==> src/verilog/afst_pkg.sv <==
// Purpose: shared constants for the sample timing and power-on reset block
// Assumes: one 125 MHz system clock standing in for the master clock
// Notes:   control register offsets and defaults live here
package afst_pkg;
  localparam int          DataW          = 16;
  localparam int          AddrW          = 4;
  localparam int          LatencyCycles  = 7;
  localparam int          SyncStages     = 2;
  localparam int          PipeDepth      = 23;  // deepest tap 22: 4+15+3
  localparam logic [3:0]  RegCtrl        = 4'h0;
  localparam logic [3:0]  RegDelay       = 4'h1;
  localparam logic [3:0]  RegSoftReset   = 4'h2;
  localparam logic [3:0]  RegStatus      = 4'h3;
  localparam logic [3:0]  RegAdcData     = 4'h4;
  localparam logic [3:0]  RegId          = 4'h5;
  // ctrl field positions
  localparam int          CtrlDualBit    = 0;
  localparam int          CtrlAutoBit    = 1;
  localparam int          CtrlSdoAdcBit  = 2;
  localparam int          CtrlDivLo      = 4;
  localparam int          CtrlOeDelLo    = 6;
  localparam logic [7:0]  CtrlReset      = 8'h00;
  localparam logic [3:0]  DelayReset     = 4'h0;
  localparam logic [15:0] IdValue        = 16'h5A31; // arbitrary value
  localparam logic [15:0] SoftResetKey   = 16'h00A5;
endpackage : afst_pkg

==> src/verilog/afst_ser_if.sv <==
// Purpose: serial output path between the core and its shifter
// Assumes: all signals on clk_sys
// Notes:   shifter loads a word on load and shifts on falling serial clock
`timescale 1ns/1ps
`default_nettype none
interface afst_ser_if;
  logic        load;
  logic [15:0] word;
  logic        sckFall;
  logic        bitOut;
  modport core (output load, output word, output sckFall, input bitOut);
  modport shift (input load, input word, input sckFall, output bitOut);
endinterface : afst_ser_if
`default_nettype wire

==> src/verilog/afst_ser_shift.sv <==
// Purpose: serial data output shifter
// Assumes: falling serial clock already detected on clk_sys
// Notes:   msb first; output changes only on load or after a falling serial edge
`timescale 1ns/1ps
`default_nettype none
module afst_ser_shift (
  input  wire logic clk_sys,
  input  wire logic resetn,
  afst_ser_if.shift ser
);
  logic [15:0] shift_q;
  logic [15:0] shift_d;

  always_comb begin
    shift_d = shift_q;
    if (ser.load) begin
      shift_d = ser.word;
    end else if (ser.sckFall) begin
      shift_d = {shift_q[14:0], 1'b0};
    end
  end

  always_ff @(posedge clk_sys or negedge resetn) begin
    if (!resetn) begin
      shift_q <= 16'h0000;
    end else begin
      shift_q <= shift_d;
    end
  end

  assign ser.bitOut = shift_q[15];

  shift_moves_a: assert property (@(posedge clk_sys) disable iff (!resetn)
    (!ser.load && !ser.sckFall) |=> $stable(shift_q))
    else $error("shifter moved without a serial edge");
endmodule : afst_ser_shift
`default_nettype wire

==> src/verilog/afst_core.sv <==
// Purpose: sample strobes, output latency, output enable and power-on gate
// Assumes: master clock equals clk_sys; pins synchronised here
// Notes:   simple parallel port stands in for the serial write path
//
// Notes on behaviour
// - single-sample strobe routes video and clamp level
// - data appears 7 clocks after strobe fall with zero delay and divider code 00
// - supply monitor low holds power-on reset
// - writes ignored while power-on reset active
// - registers default on release, writes then accepted
// - bus enable by pin or automatic delay
// - serial out gives registers or converter data
//
// Chosen here: the address map and the address-and-strobe port.
`timescale 1ns/1ps
`default_nettype none
module afst_core (
  input  wire logic                  clk_sys,
  input  wire logic                  resetn,
  input  wire logic                  analogSupplyOk,
  input  wire logic                  digitalSupplyOk,
  input  wire logic                  videoSampleStrobe,
  input  wire logic                  resetSampleStrobe,
  input  wire logic                  outputEnableN,
  input  wire logic                  serialClk,
  input  wire logic [15:0]           adcData,
  input  wire logic [3:0]            regAddr,
  input  wire logic [15:0]           regWdata,
  input  wire logic                  regWr,
  input  wire logic                  regRd,
  output logic      [15:0]           regRdata,
  output logic                       videoCapConnect,
  output logic                       resetCapVideo,
  output logic                       resetCapClamp,
  output logic                       clampSwitch,
  output logic      [15:0]           opData,
  output logic                       opDataOe,
  output logic                       serialDataOut,
  output logic                       powerOnResetN
);
  // pin synchronisers: first stage read only by the second
  logic [1:0] vsS1_q, rsS1_q, oeS1_q, scS1_q;
  logic [1:0] anS1_q;
  logic       vs, rs, oeN, sck, supplyOk;
  always_ff @(posedge clk_sys or negedge resetn) begin
    if (!resetn) begin
      vsS1_q <= 2'h0;
      rsS1_q <= 2'h0;
      oeS1_q <= 2'h3;
      scS1_q <= 2'h0;
      anS1_q <= 2'h0;
    end else begin
      vsS1_q <= {vsS1_q[0], videoSampleStrobe};
      rsS1_q <= {rsS1_q[0], resetSampleStrobe};
      oeS1_q <= {oeS1_q[0], outputEnableN};
      scS1_q <= {scS1_q[0], serialClk};
      anS1_q <= {anS1_q[0], analogSupplyOk & digitalSupplyOk};
    end
  end
  assign vs       = vsS1_q[1];
  assign rs       = rsS1_q[1];
  assign oeN      = oeS1_q[1];
  assign sck      = scS1_q[1];
  assign supplyOk = anS1_q[1];

  // delayed copies for edge detection, fed from second stage only
  logic vsPrev_q, sckPrev_q;
  logic vsFall, sckFall;
  assign vsFall  = vsPrev_q & ~vs;
  assign sckFall = sckPrev_q & ~sck;

  // power-on reset gate
  logic porActive;
  assign porActive     = ~supplyOk;
  assign powerOnResetN = supplyOk;

  // control registers
  logic [7:0]  ctrl_q, ctrl_d;
  logic [3:0]  delay_q, delay_d;
  logic        wrOk;
  logic        softReset;
  assign wrOk      = regWr & ~porActive;
  assign softReset = wrOk && regAddr == afst_pkg::RegSoftReset
                     && regWdata == afst_pkg::SoftResetKey;

  always_comb begin
    ctrl_d  = ctrl_q;
    delay_d = delay_q;
    if (porActive || softReset) begin
      ctrl_d  = afst_pkg::CtrlReset;
      delay_d = afst_pkg::DelayReset;
    end else if (wrOk && regAddr == afst_pkg::RegCtrl) begin
      ctrl_d = regWdata[7:0];
    end else if (wrOk && regAddr == afst_pkg::RegDelay) begin
      delay_d = regWdata[3:0];
    end
  end

  logic dualMode, autoTri, sdoAdc;
  logic [1:0] clkDiv, oeDelay;
  assign dualMode = ctrl_q[afst_pkg::CtrlDualBit];
  assign autoTri  = ctrl_q[afst_pkg::CtrlAutoBit];
  assign sdoAdc   = ctrl_q[afst_pkg::CtrlSdoAdcBit];
  assign clkDiv   = ctrl_q[afst_pkg::CtrlDivLo +: 2];
  assign oeDelay  = ctrl_q[afst_pkg::CtrlOeDelLo +: 2];

  // sampling switch routing
  always_comb begin
    videoCapConnect = vs;
    resetCapVideo   = dualMode & rs;
    resetCapClamp   = ~dualMode & vs;
    clampSwitch     = rs;
  end

  // latency pipe: data captured at vs fall, tap picks total delay
  logic [15:0] pipe_q [afst_pkg::PipeDepth];
  logic        vpipe_q [afst_pkg::PipeDepth];
  logic [4:0]  tap;
  // divider setting extends latency by its code; 00 gives the base figure;
  // latency counts from the pin, so the synchroniser stages are taken off
  assign tap = 5'(afst_pkg::LatencyCycles - afst_pkg::SyncStages - 1)
               + {1'b0, delay_q} + {3'b000, clkDiv};
  logic [15:0] opData_d;
  logic        opOe_d, opOe_q, opValid;
  assign opValid = vpipe_q[tap];
  always_comb begin
    opData_d = opValid ? pipe_q[tap] : opData;
    // auto mode: enable leads valid data by oeDelay clocks
    if (autoTri) begin
      opOe_d = (oeDelay == 2'b00) ? opValid
             : vpipe_q[5'(tap - {3'b000, oeDelay})];
    end else begin
      opOe_d = ~oeN;
    end
  end

  always_ff @(posedge clk_sys or negedge resetn) begin
    if (!resetn) begin
      ctrl_q    <= afst_pkg::CtrlReset;
      delay_q   <= afst_pkg::DelayReset;
      vsPrev_q  <= 1'b0;
      sckPrev_q <= 1'b0;
      opData    <= 16'h0000;
      opOe_q    <= 1'b0;
      for (int i = 0; i < afst_pkg::PipeDepth; i++) begin
        pipe_q[i]  <= 16'h0000;
        vpipe_q[i] <= 1'b0;
      end
    end else begin
      ctrl_q     <= ctrl_d;
      delay_q    <= delay_d;
      vsPrev_q   <= vs;
      sckPrev_q  <= sck;
      opData     <= opData_d;
      opOe_q     <= opOe_d;
      pipe_q[0]  <= adcData;
      vpipe_q[0] <= vsFall;
      for (int i = 1; i < afst_pkg::PipeDepth; i++) begin
        pipe_q[i]  <= pipe_q[i-1];
        vpipe_q[i] <= vpipe_q[i-1];
      end
    end
  end
  assign opDataOe = opOe_q;

  // register read port, data one cycle after the strobe
  logic [15:0] rd_d;
  always_comb begin
    case (regAddr)
      afst_pkg::RegCtrl:   rd_d = {8'h00, ctrl_q};
      afst_pkg::RegDelay:  rd_d = {12'h000, delay_q};
      afst_pkg::RegStatus: rd_d = {14'h0000, opOe_q, porActive};
      afst_pkg::RegAdcData: rd_d = opData;
      afst_pkg::RegId:     rd_d = afst_pkg::IdValue;
      default:             rd_d = 16'h0000;
    endcase
  end
  always_ff @(posedge clk_sys or negedge resetn) begin
    if (!resetn) begin
      regRdata <= 16'h0000;
    end else begin
      regRdata <= regRd ? rd_d : 16'h0000;
    end
  end

  // serial output: load on read strobe, register or converter word
  afst_ser_if ser ();
  assign ser.load    = regRd;
  assign ser.word    = sdoAdc ? opData : rd_d;
  assign ser.sckFall = sckFall;
  afst_ser_shift u_shift (
    .clk_sys (clk_sys),
    .resetn  (resetn),
    .ser     (ser)
  );
  assign serialDataOut = ser.bitOut;

  // checks
  single_sample_a: assert property (@(posedge clk_sys) disable iff (!resetn)
    (!dualMode && vs) |-> (videoCapConnect && resetCapClamp))
    else $error("single-sample routing wrong");
  latency_seven_a: assert property (@(posedge clk_sys) disable iff (!resetn)
    (vsFall && delay_q == 4'h0 && clkDiv == 2'b00 && !porActive)
      ##1 (delay_q == 4'h0 && clkDiv == 2'b00)[*5]
      |=> opData == $past(adcData, 6))
    else $error("output latency not seven");
  por_hold_a: assert property (@(posedge clk_sys) disable iff (!resetn)
    (!analogSupplyOk || !digitalSupplyOk) |-> ##2 !powerOnResetN)
    else $error("reset released under low supply");
  write_drop_a: assert property (@(posedge clk_sys) disable iff (!resetn)
    porActive |=> (ctrl_q == afst_pkg::CtrlReset))
    else $error("write taken during power-on reset");
  default_regs_a: assert property (@(posedge clk_sys) disable iff (!resetn)
    $rose(supplyOk) |-> delay_q == afst_pkg::DelayReset)
    else $error("registers not default at release");
  pin_enable_a: assert property (@(posedge clk_sys) disable iff (!resetn)
    (!autoTri && $stable(oeN)) |=> opDataOe == ~$past(oeN))
    else $error("output enable does not follow pin");
  auto_enable_a: assert property (@(posedge clk_sys) disable iff (!resetn)
    (autoTri && oeDelay == 2'b00) |=> opDataOe == $past(opValid))
    else $error("automatic enable wrong");
  serial_src_a: assert property (@(posedge clk_sys) disable iff (!resetn)
    (regRd && sdoAdc) |=> serialDataOut == $past(opData[15]))
    else $error("serial output source wrong");
endmodule : afst_core
`default_nettype wire

==> config.mk <==
export PLATFORM = sky130hd
export DESIGN_NAME = afst_core
export DESIGN_NICKNAME = d
export VERILOG_FILES = /design/src/verilog/afst_pkg.sv /design/src/verilog/afst_ser_if.sv /design/src/verilog/afst_ser_shift.sv /design/src/verilog/afst_core.sv
export SDC_FILE = /design/constraint.sdc
export NUM_CORES = 1
export LEC_CHECK = 0
export BUFFER_PORTS_ARGS = -buffer_cell sky130_fd_sc_hd__buf_2
export CORE_UTILIZATION = 55
export DETAILED_ROUTE_END_ITERATION = 7
export PLACE_DENSITY = 0.85
export SYNTH_ARGS = -nofsm -noshare
export SYNTH_HDL_FRONTEND = slang
export SYNTH_SLANG_ARGS = --single-unit
==> constraint.sdc <==
create_clock -name clk_sys -period 5.2 [get_ports clk_sys]
set_clock_uncertainty 0.15 [all_clocks]
set_input_delay 0.26 -clock clk_sys [delete_from_list [all_inputs] [get_ports clk_sys]]
set_output_delay 0.26 -clock clk_sys [all_outputs]
set_load 0.1 [all_outputs]
**Yosys cells after proc, flatten, opt, wreduce, memory -nomap -nowiden**

Index checks and enable logic that the tools add are counted.

- Equal/unequal tests: 7
- Bitwise operators: 13
- Multiplexer cells: 21
- $lt $le $gt $ge: 2
- $add $sub $neg: 3
- Reductions and logical operators: 11

Operator list:

| cell | count |
|---|---|
| 16-bit two-way mux | 6 |
| 16-bit binary-select mux with 5-bit select | 1 |
| 16-bit case mux with 5 select lines | 1 |
| 16-bit by 8-bit equality test with 1-bit output, second input constant | 1 |
| 8-bit two-way mux | 2 |
| 6-bit >= comparator, second input constant | 2 |
| 4-bit two-way mux | 3 |
| 5-bit NOT with 6-bit output | 2 |
| 1-bit binary-select mux with 5-bit select | 2 |
| 4-bit by 2-bit equality test with 1-bit output, second input constant | 2 |
| 4-bit by 3-bit equality test with 1-bit output, second input constant | 2 |
| 1-bit AND | 6 |
| 1-bit two-way mux | 6 |
| 2-bit nonzero test | 3 |
| 3-bit by 4-bit adder with 5-bit output, first input constant | 1 |
| 5-bit by 2-bit adder with 5-bit output | 1 |
| 1-bit NOT | 5 |
| 5-bit by 2-bit subtractor with 5-bit output | 1 |
| 4-bit by 1-bit equality test with 1-bit output, second input constant | 1 |
| 1-bit logical AND | 4 |
| 4-bit zero test | 1 |
| 2-bit zero test | 1 |
| 2-bit != test, second input constant | 1 |
| 2-bit AND reduction | 1 |
| 1-bit logical OR | 1 |

- Flip-flop bits (word level): 464
- Output and inout port bits: 39

**Depth between registers and ports, before layout**

- Word-level depth: 9
- Depth in mapped cells: 14
- Mapped depth without buffers: 11

**Hierarchy**

A second synthesis with hierarchy kept.

- Cells, all modules: 981
- Area, all modules: 16524.6 sq um

By module, submodules not included:

| module | area an instance (sq um) | instances | cells an instance |
|---|---|---|---|
| afst_core | 15782.6 | 1 | 912 |
| afst_ser_shift | 742.0 | 1 | 69 |

**Worst setup path after synthesis**

No wires, ideal clock.

- Kind: register to register
- Start: register ctrl_q[4]
- End: register opOe_q, in the netlist opDataOe
- Stages on the path, launching flop included: 14
- Path buffers: 3
- Path slack: 1.352 ns
- Arrival: 3.572 ns
- Cell sequence: dfrtp_1 -> ha_1 -> inv_1 -> clkbuf_1 -> clkbuf_1 -> ha_1 -> inv_1 -> fa_1 -> buf_1 -> mux4_2 -> mux2i_1 -> mux2i_1 -> a211o_1 -> o311a_1

- Longest elaborated chain between the ends: 8
- Elaborated cells on any way between the ends: 12
- Those cells by class: add/sub: 2; mux: 8; bitwise: 2

RTL lines:

| item | RTL line | RTL |
|---|---|---|
| start, declared | afst_core.sv:78 | `logic [7:0] ctrl_q, ctrl_d;` |
| start signal, assigned | afst_core.sv:139 | `ctrl_q <= afst_pkg::CtrlReset;` |
| start signal, assigned | afst_core.sv:150 | `ctrl_q <= ctrl_d;` |
| 5-bit by 2-bit adder with 5-bit output (*) | afst_core.sv:122 | `+ {1'b0, delay_q} + {3'b000, clkDiv};` |
| 5-bit by 2-bit subtractor with 5-bit output | afst_core.sv:131 | `: vpipe_q[5'(tap - {3'b000, oeDelay})];` |
| 5-bit NOT with 6-bit output (implied by the code) | afst_core.sv:131 |  |
| 1-bit binary-select mux with 5-bit select | afst_core.sv:131 |  |
| 1-bit two-way mux (implied by the code) (2 in a row) | afst_core.sv:131 |  |
| 1-bit two-way mux (*) | afst_core.sv:130 | `opOe_d = (oeDelay == 2'b00) ? opValid` |
| 1-bit two-way mux (*) | afst_core.sv:129 | `if (autoTri) begin` |
| named net opOe_d | afst_core.sv:124 | `logic opOe_d, opOe_q, opValid;` |
| end signal, assigned | afst_core.sv:155 | `opOe_q <= opOe_d;` |
| end, declared | afst_core.sv:124 |  |

The timed path passes the listed nets; every way through them passes the cells marked *. The select of a mux whose other input is x is not followed.
A chain may end at the register's enable or synchronous reset.

**Final worst setup path**

- Start: register delay_q[0]
- End: register opOe_q, in the netlist opDataOe

- Longest elaborated chain between the ends: 9
- Elaborated cells on any way between the ends: 13
- Those cells by class: add/sub: 3; mux: 8; bitwise: 2

RTL lines:

| item | RTL line | RTL |
|---|---|---|
| start, declared | afst_core.sv:79 | `logic [3:0] delay_q, delay_d;` |
| start signal, assigned | afst_core.sv:140 | `delay_q <= afst_pkg::DelayReset;` |
| start signal, assigned | afst_core.sv:151 | `delay_q <= delay_d;` |
| 3-bit by 4-bit adder with 5-bit output (*) | afst_core.sv:122 |  |
| 5-bit by 2-bit adder with 5-bit output (*) | afst_core.sv:122 |  |
| 5-bit by 2-bit subtractor with 5-bit output | afst_core.sv:131 |  |
| 5-bit NOT with 6-bit output (implied by the code) | afst_core.sv:131 |  |
| 1-bit binary-select mux with 5-bit select | afst_core.sv:131 |  |
| 1-bit two-way mux (implied by the code) (2 in a row) | afst_core.sv:131 |  |
| 1-bit two-way mux (*) | afst_core.sv:130 |  |
| 1-bit two-way mux (*) | afst_core.sv:129 |  |
| named net opOe_d | afst_core.sv:124 |  |

Marked as above.

==> metrics.md <==
| Metric | Value |
|---|---|
| Status | `complete, no violations` |
| Synth top area cells | `dfrtp_1, mux4_2, mux2i_1, mux2_2, o21ai_0` |
| CTS tree | `built` |
| Most frequent cell after synthesis | `dfrtp_1` |
| Number of diodes | `0` |
| Hold-fix buffers, CTS | `32` |
| Max-slew violation count | `0` |
| Simple-Gate Fraction of Synth Area | `0.0291` |
| R2R depth | `8` |
| Crit-path slowest cell | `fa_4` |
| Peak VDD IR | `approximately 0.00033 V` |
| Leading area contributor after synthesis | `dfrtp_1` |
| Total global-route track usage | `0.225` |
| Die width | `about 180 um` |
| # fillers | `between 1,500 and 2,000` |
| PwrDens | `398 mW/mm^2` |
| Port Buffers | `84` |
| Ys async rst share | `1.00` |
| RSZ-0062 raised after global routing | `no` |
| Antenna violations before repair | `1` |
| Synth Area in Adders | `0.00608` |
| Total clock buffers created by CTS | `between 40 and 50` |
| Reg clk slew, reported paths | `0.07 ns` |
| Area share of xor/xnor cells in the synthesized design | `0.00456` |
| Post-Syn Area | `0.0165 sq mm` |
| First-pass GRT wire length | `53,200 um` |
| Worst Setup SP | `delay_q[0]$_DFFE_PN0P_` |
| Root Driver | `clkbuf_16` |
| Layout area overhead | `15.2%` |
| Reg-to-reg slack, setup | `1.26 ns` |
| Post-Syn Instances | `roughly 940` |
| Period utilisation layout | `0.758` |
| Synth unique cells | `55` |
| Number of global-route vias before repair | `9,426` |
| ANT nets after route | `0` |
| Multi-input logic area | `0.00459 sq mm` |
| Post-synth EDFFs | `0` |
| Total grt overflow | `0` |
| Post-DR vias/cell | `5.97` |
| Critical path depth in cells | `8` |
| Synth top area share | `0.702` |
| CTS resizes | `0` |
| 1st-iter DRT viols | `935` |
| Setup violations, final | `0` |
| Synthesized Nets | `just under 1,000` |
| Setup Fix Bufs, Post-CTS | `0` |
| Synthesis-stage register bit count | `approximately 460` |
| Hold Path Origin | `regAddr[3]` |
| RR Startpoint | `delay_q[0]$_DFFE_PN0P_` |
| Worst EP arrival | `4.21 ns` |
| Std-Cell Rows | `62` |
| NumNets Final | `1,111` |
| Gpl congestion | `0.854` |
| CP bufs+invs | `0` |
| Max-cap violations | `0` |
| Share of cells above drive strength 1 | `0.270` |
| Layout Cells excl Fill | `between 1,000 and 1,500` |
| Vias | `between 8,000 and 9,000` |
| Final critical-path required period | `3.94 ns` |
| Max FO, Critical Path | `42` |
| Startpoint Class | `flip-flop` |
| CP Data Required Time | `5.47 ns` |
| WS Path Type | `reg -> reg` |
| Slew headroom | `0.356` |
| Min-Delay Path Depth | `3` |
| Total Wirelength | `32,600 um` |
| Skew-Pair Late Insertion Delay | `between 0.5 and 0.6 ns` |
| Clock Sink Count | `464` |
| Final hold violations | `0` |
| Crit. End Element | `flip-flop` |
| Largest net degree at the start of global routing | `164` |
| Post-synthesis mux area share | `0.182` |
| Synth top cells by count | `dfrtp_1, mux4_2, mux2i_1` |
| Post-DP HPWL | `18,700 um` |
| Lkg Pwr | `0.00811 uW` |
| Fmax | `0.254 GHz` |
| Drt drc | `0` |
| H-tree depth | `2` |
| Starting Density | `0.566` |
| Die Height | `175 um` |
| Largest family of logic cells by synthesized area | `multiplexers` |
| CP top delay family | `adder cells` |
| Core Footprint | `0.0291 sq mm` |
| Total Neg Setup Slack | `0 ns` |
| Max incr delay on CP | `1.23 ns` |
| Critical Path, Cell by Cell | `ha_4 -> fa_4 -> fa_1 -> mux4_2 -> mux2i_1 -> mux2i_1 -> a211o_1 -> o311a_1` |
| Hold/Removal Path Class | `in -> reg` |
| Syn avg cell area | `17.5 sq um` |
| Avg WL per Cell | `22.1 um` |
| Synth Area in Compound Gates | `0.0549` |
| Placed Cells | `1,367` |
| Clk buf depth | `3` |
| Main synth FF type | `dfrtp_1` |
| Drt first pass iters | `5` |
| Slew @ Worst Pin | `0.958 ns` |
| Register area | `0.0116 sq mm` |
| Synthesis warning total | `0` |
| I/O pin count | `85` |
| Total Die Area | `0.0306 sq mm` |
| Post-synthesis sequential area ratio | `0.705` |
| CP most frequent cell | `mux2i_1` |
==> final timing paths <==
kind	to
setup / recovery	opDataOe$_DFF_PN0_
hold / removal	regRdata[0]$_DFF_PN0_
setup reg to reg	opDataOe$_DFF_PN0_
hold reg to reg	anS1_q[1]$_DFF_PN0_
max in group asynchronous	pipe_q[336]$_DFF_PN0_
min in group asynchronous	pipe_q[169]$_DFF_PN0_
==> cells in the final DEF, fill, tap and decap left out, drive strengths merged, types with 3 or more instances in the layout <==
cell / count
a21oi: 14
a221o: 17
a221oi: 10
a22oi: 4
and2: 5
and3: 6
buf: 96
bufinv: 3
clkbuf: 57
clkinv: 12
clkinvlp: 3
dfrtp: 462
dlygate4sd3: 32
ha: 4
inv: 8
mux2: 34
mux2i: 59
mux4: 88
nand2: 28
nand2b: 8
nand3: 9
nand4: 4
nor2: 24
nor3: 4
o21ai: 46
o22a: 16
o31ai: 4
==> sequential cells by signal (all words and copies together) (netlist names) <==
name and cells:
oeS1_q 2, pipe_q 368, regRdata 16, vsS1_q 2, u_shift.shift_q 16, ctrl_q 8
anS1_q 2, vpipe_q 23, rsS1_q 2, opDataOe 1, delay_q 4, opData 16
vsPrev_q 1, scS1_q 2, sckPrev_q 1
==> cell type report <==
class	instances	area share
Clock buffer	57	0.0627
Clock inverter	19	0.00996
Inverter	7	0.00139
Multi-Input combinational cell	416	0.242
Sequential cell	464	0.612
Tap cell	384	0.0253
Timing Repair Buffer	128	0.0463
==> worst min-delay path: stages <==
cell and delay (ns):
buf_2 0.14, o31ai_1 0.11, and2_1 0.16
==> routing by layer <==
metal	global-route usage	share of wire	vias to the layer above
li1	-	-	3713
met1	0.334	0.45	4679
met2	0.347	0.47	352
met3	0.0411	0.062	69
met4	0.0616	0.021	0
met5	0	0	-
==> metrics by stage <==
step | setup WS [ns] | area, sq um | total power, uW | hold WS [ns] | util
2_1_floorplan | 1.35 | 16500 | 4300 | -0.186 | -
3_3_place_gp | 1.31 | 17300 | 4490 | 0.155 | 0.593
3_5_place_dp | 1.22 | 17300 | 4520 | 0.167 | 0.593
4_1_cts | 1.20 | 19000 | 7610 | 0.0146 | 0.652
5_1_grt | 0.970 | 19000 | 7810 | 0.0740 | 0.652
6_report | 1.26 | 19000 | 7550 | 0.0265 | 0.652
==> report_power, final <==
group | internal (uW) | switching (uW)
clock | 1760 | 1300
sequential | 3800 | 146
combinational | 173 | 361
==> logic make-up (layout without fill, tap and decap cells) <==
logic type               Yosys count  in the layout
adder cells (fa/ha/maj)            7              7
multiplexers                     181            181
flip-flops                       464            464
AND/OR/NAND/NOR                   97             97
buffers and inverters             61            211
AO/OA/AOI/OAI                    127            127
XOR/XNOR                           4              4
No activity file was read; power rests on OpenSTA's default activity.
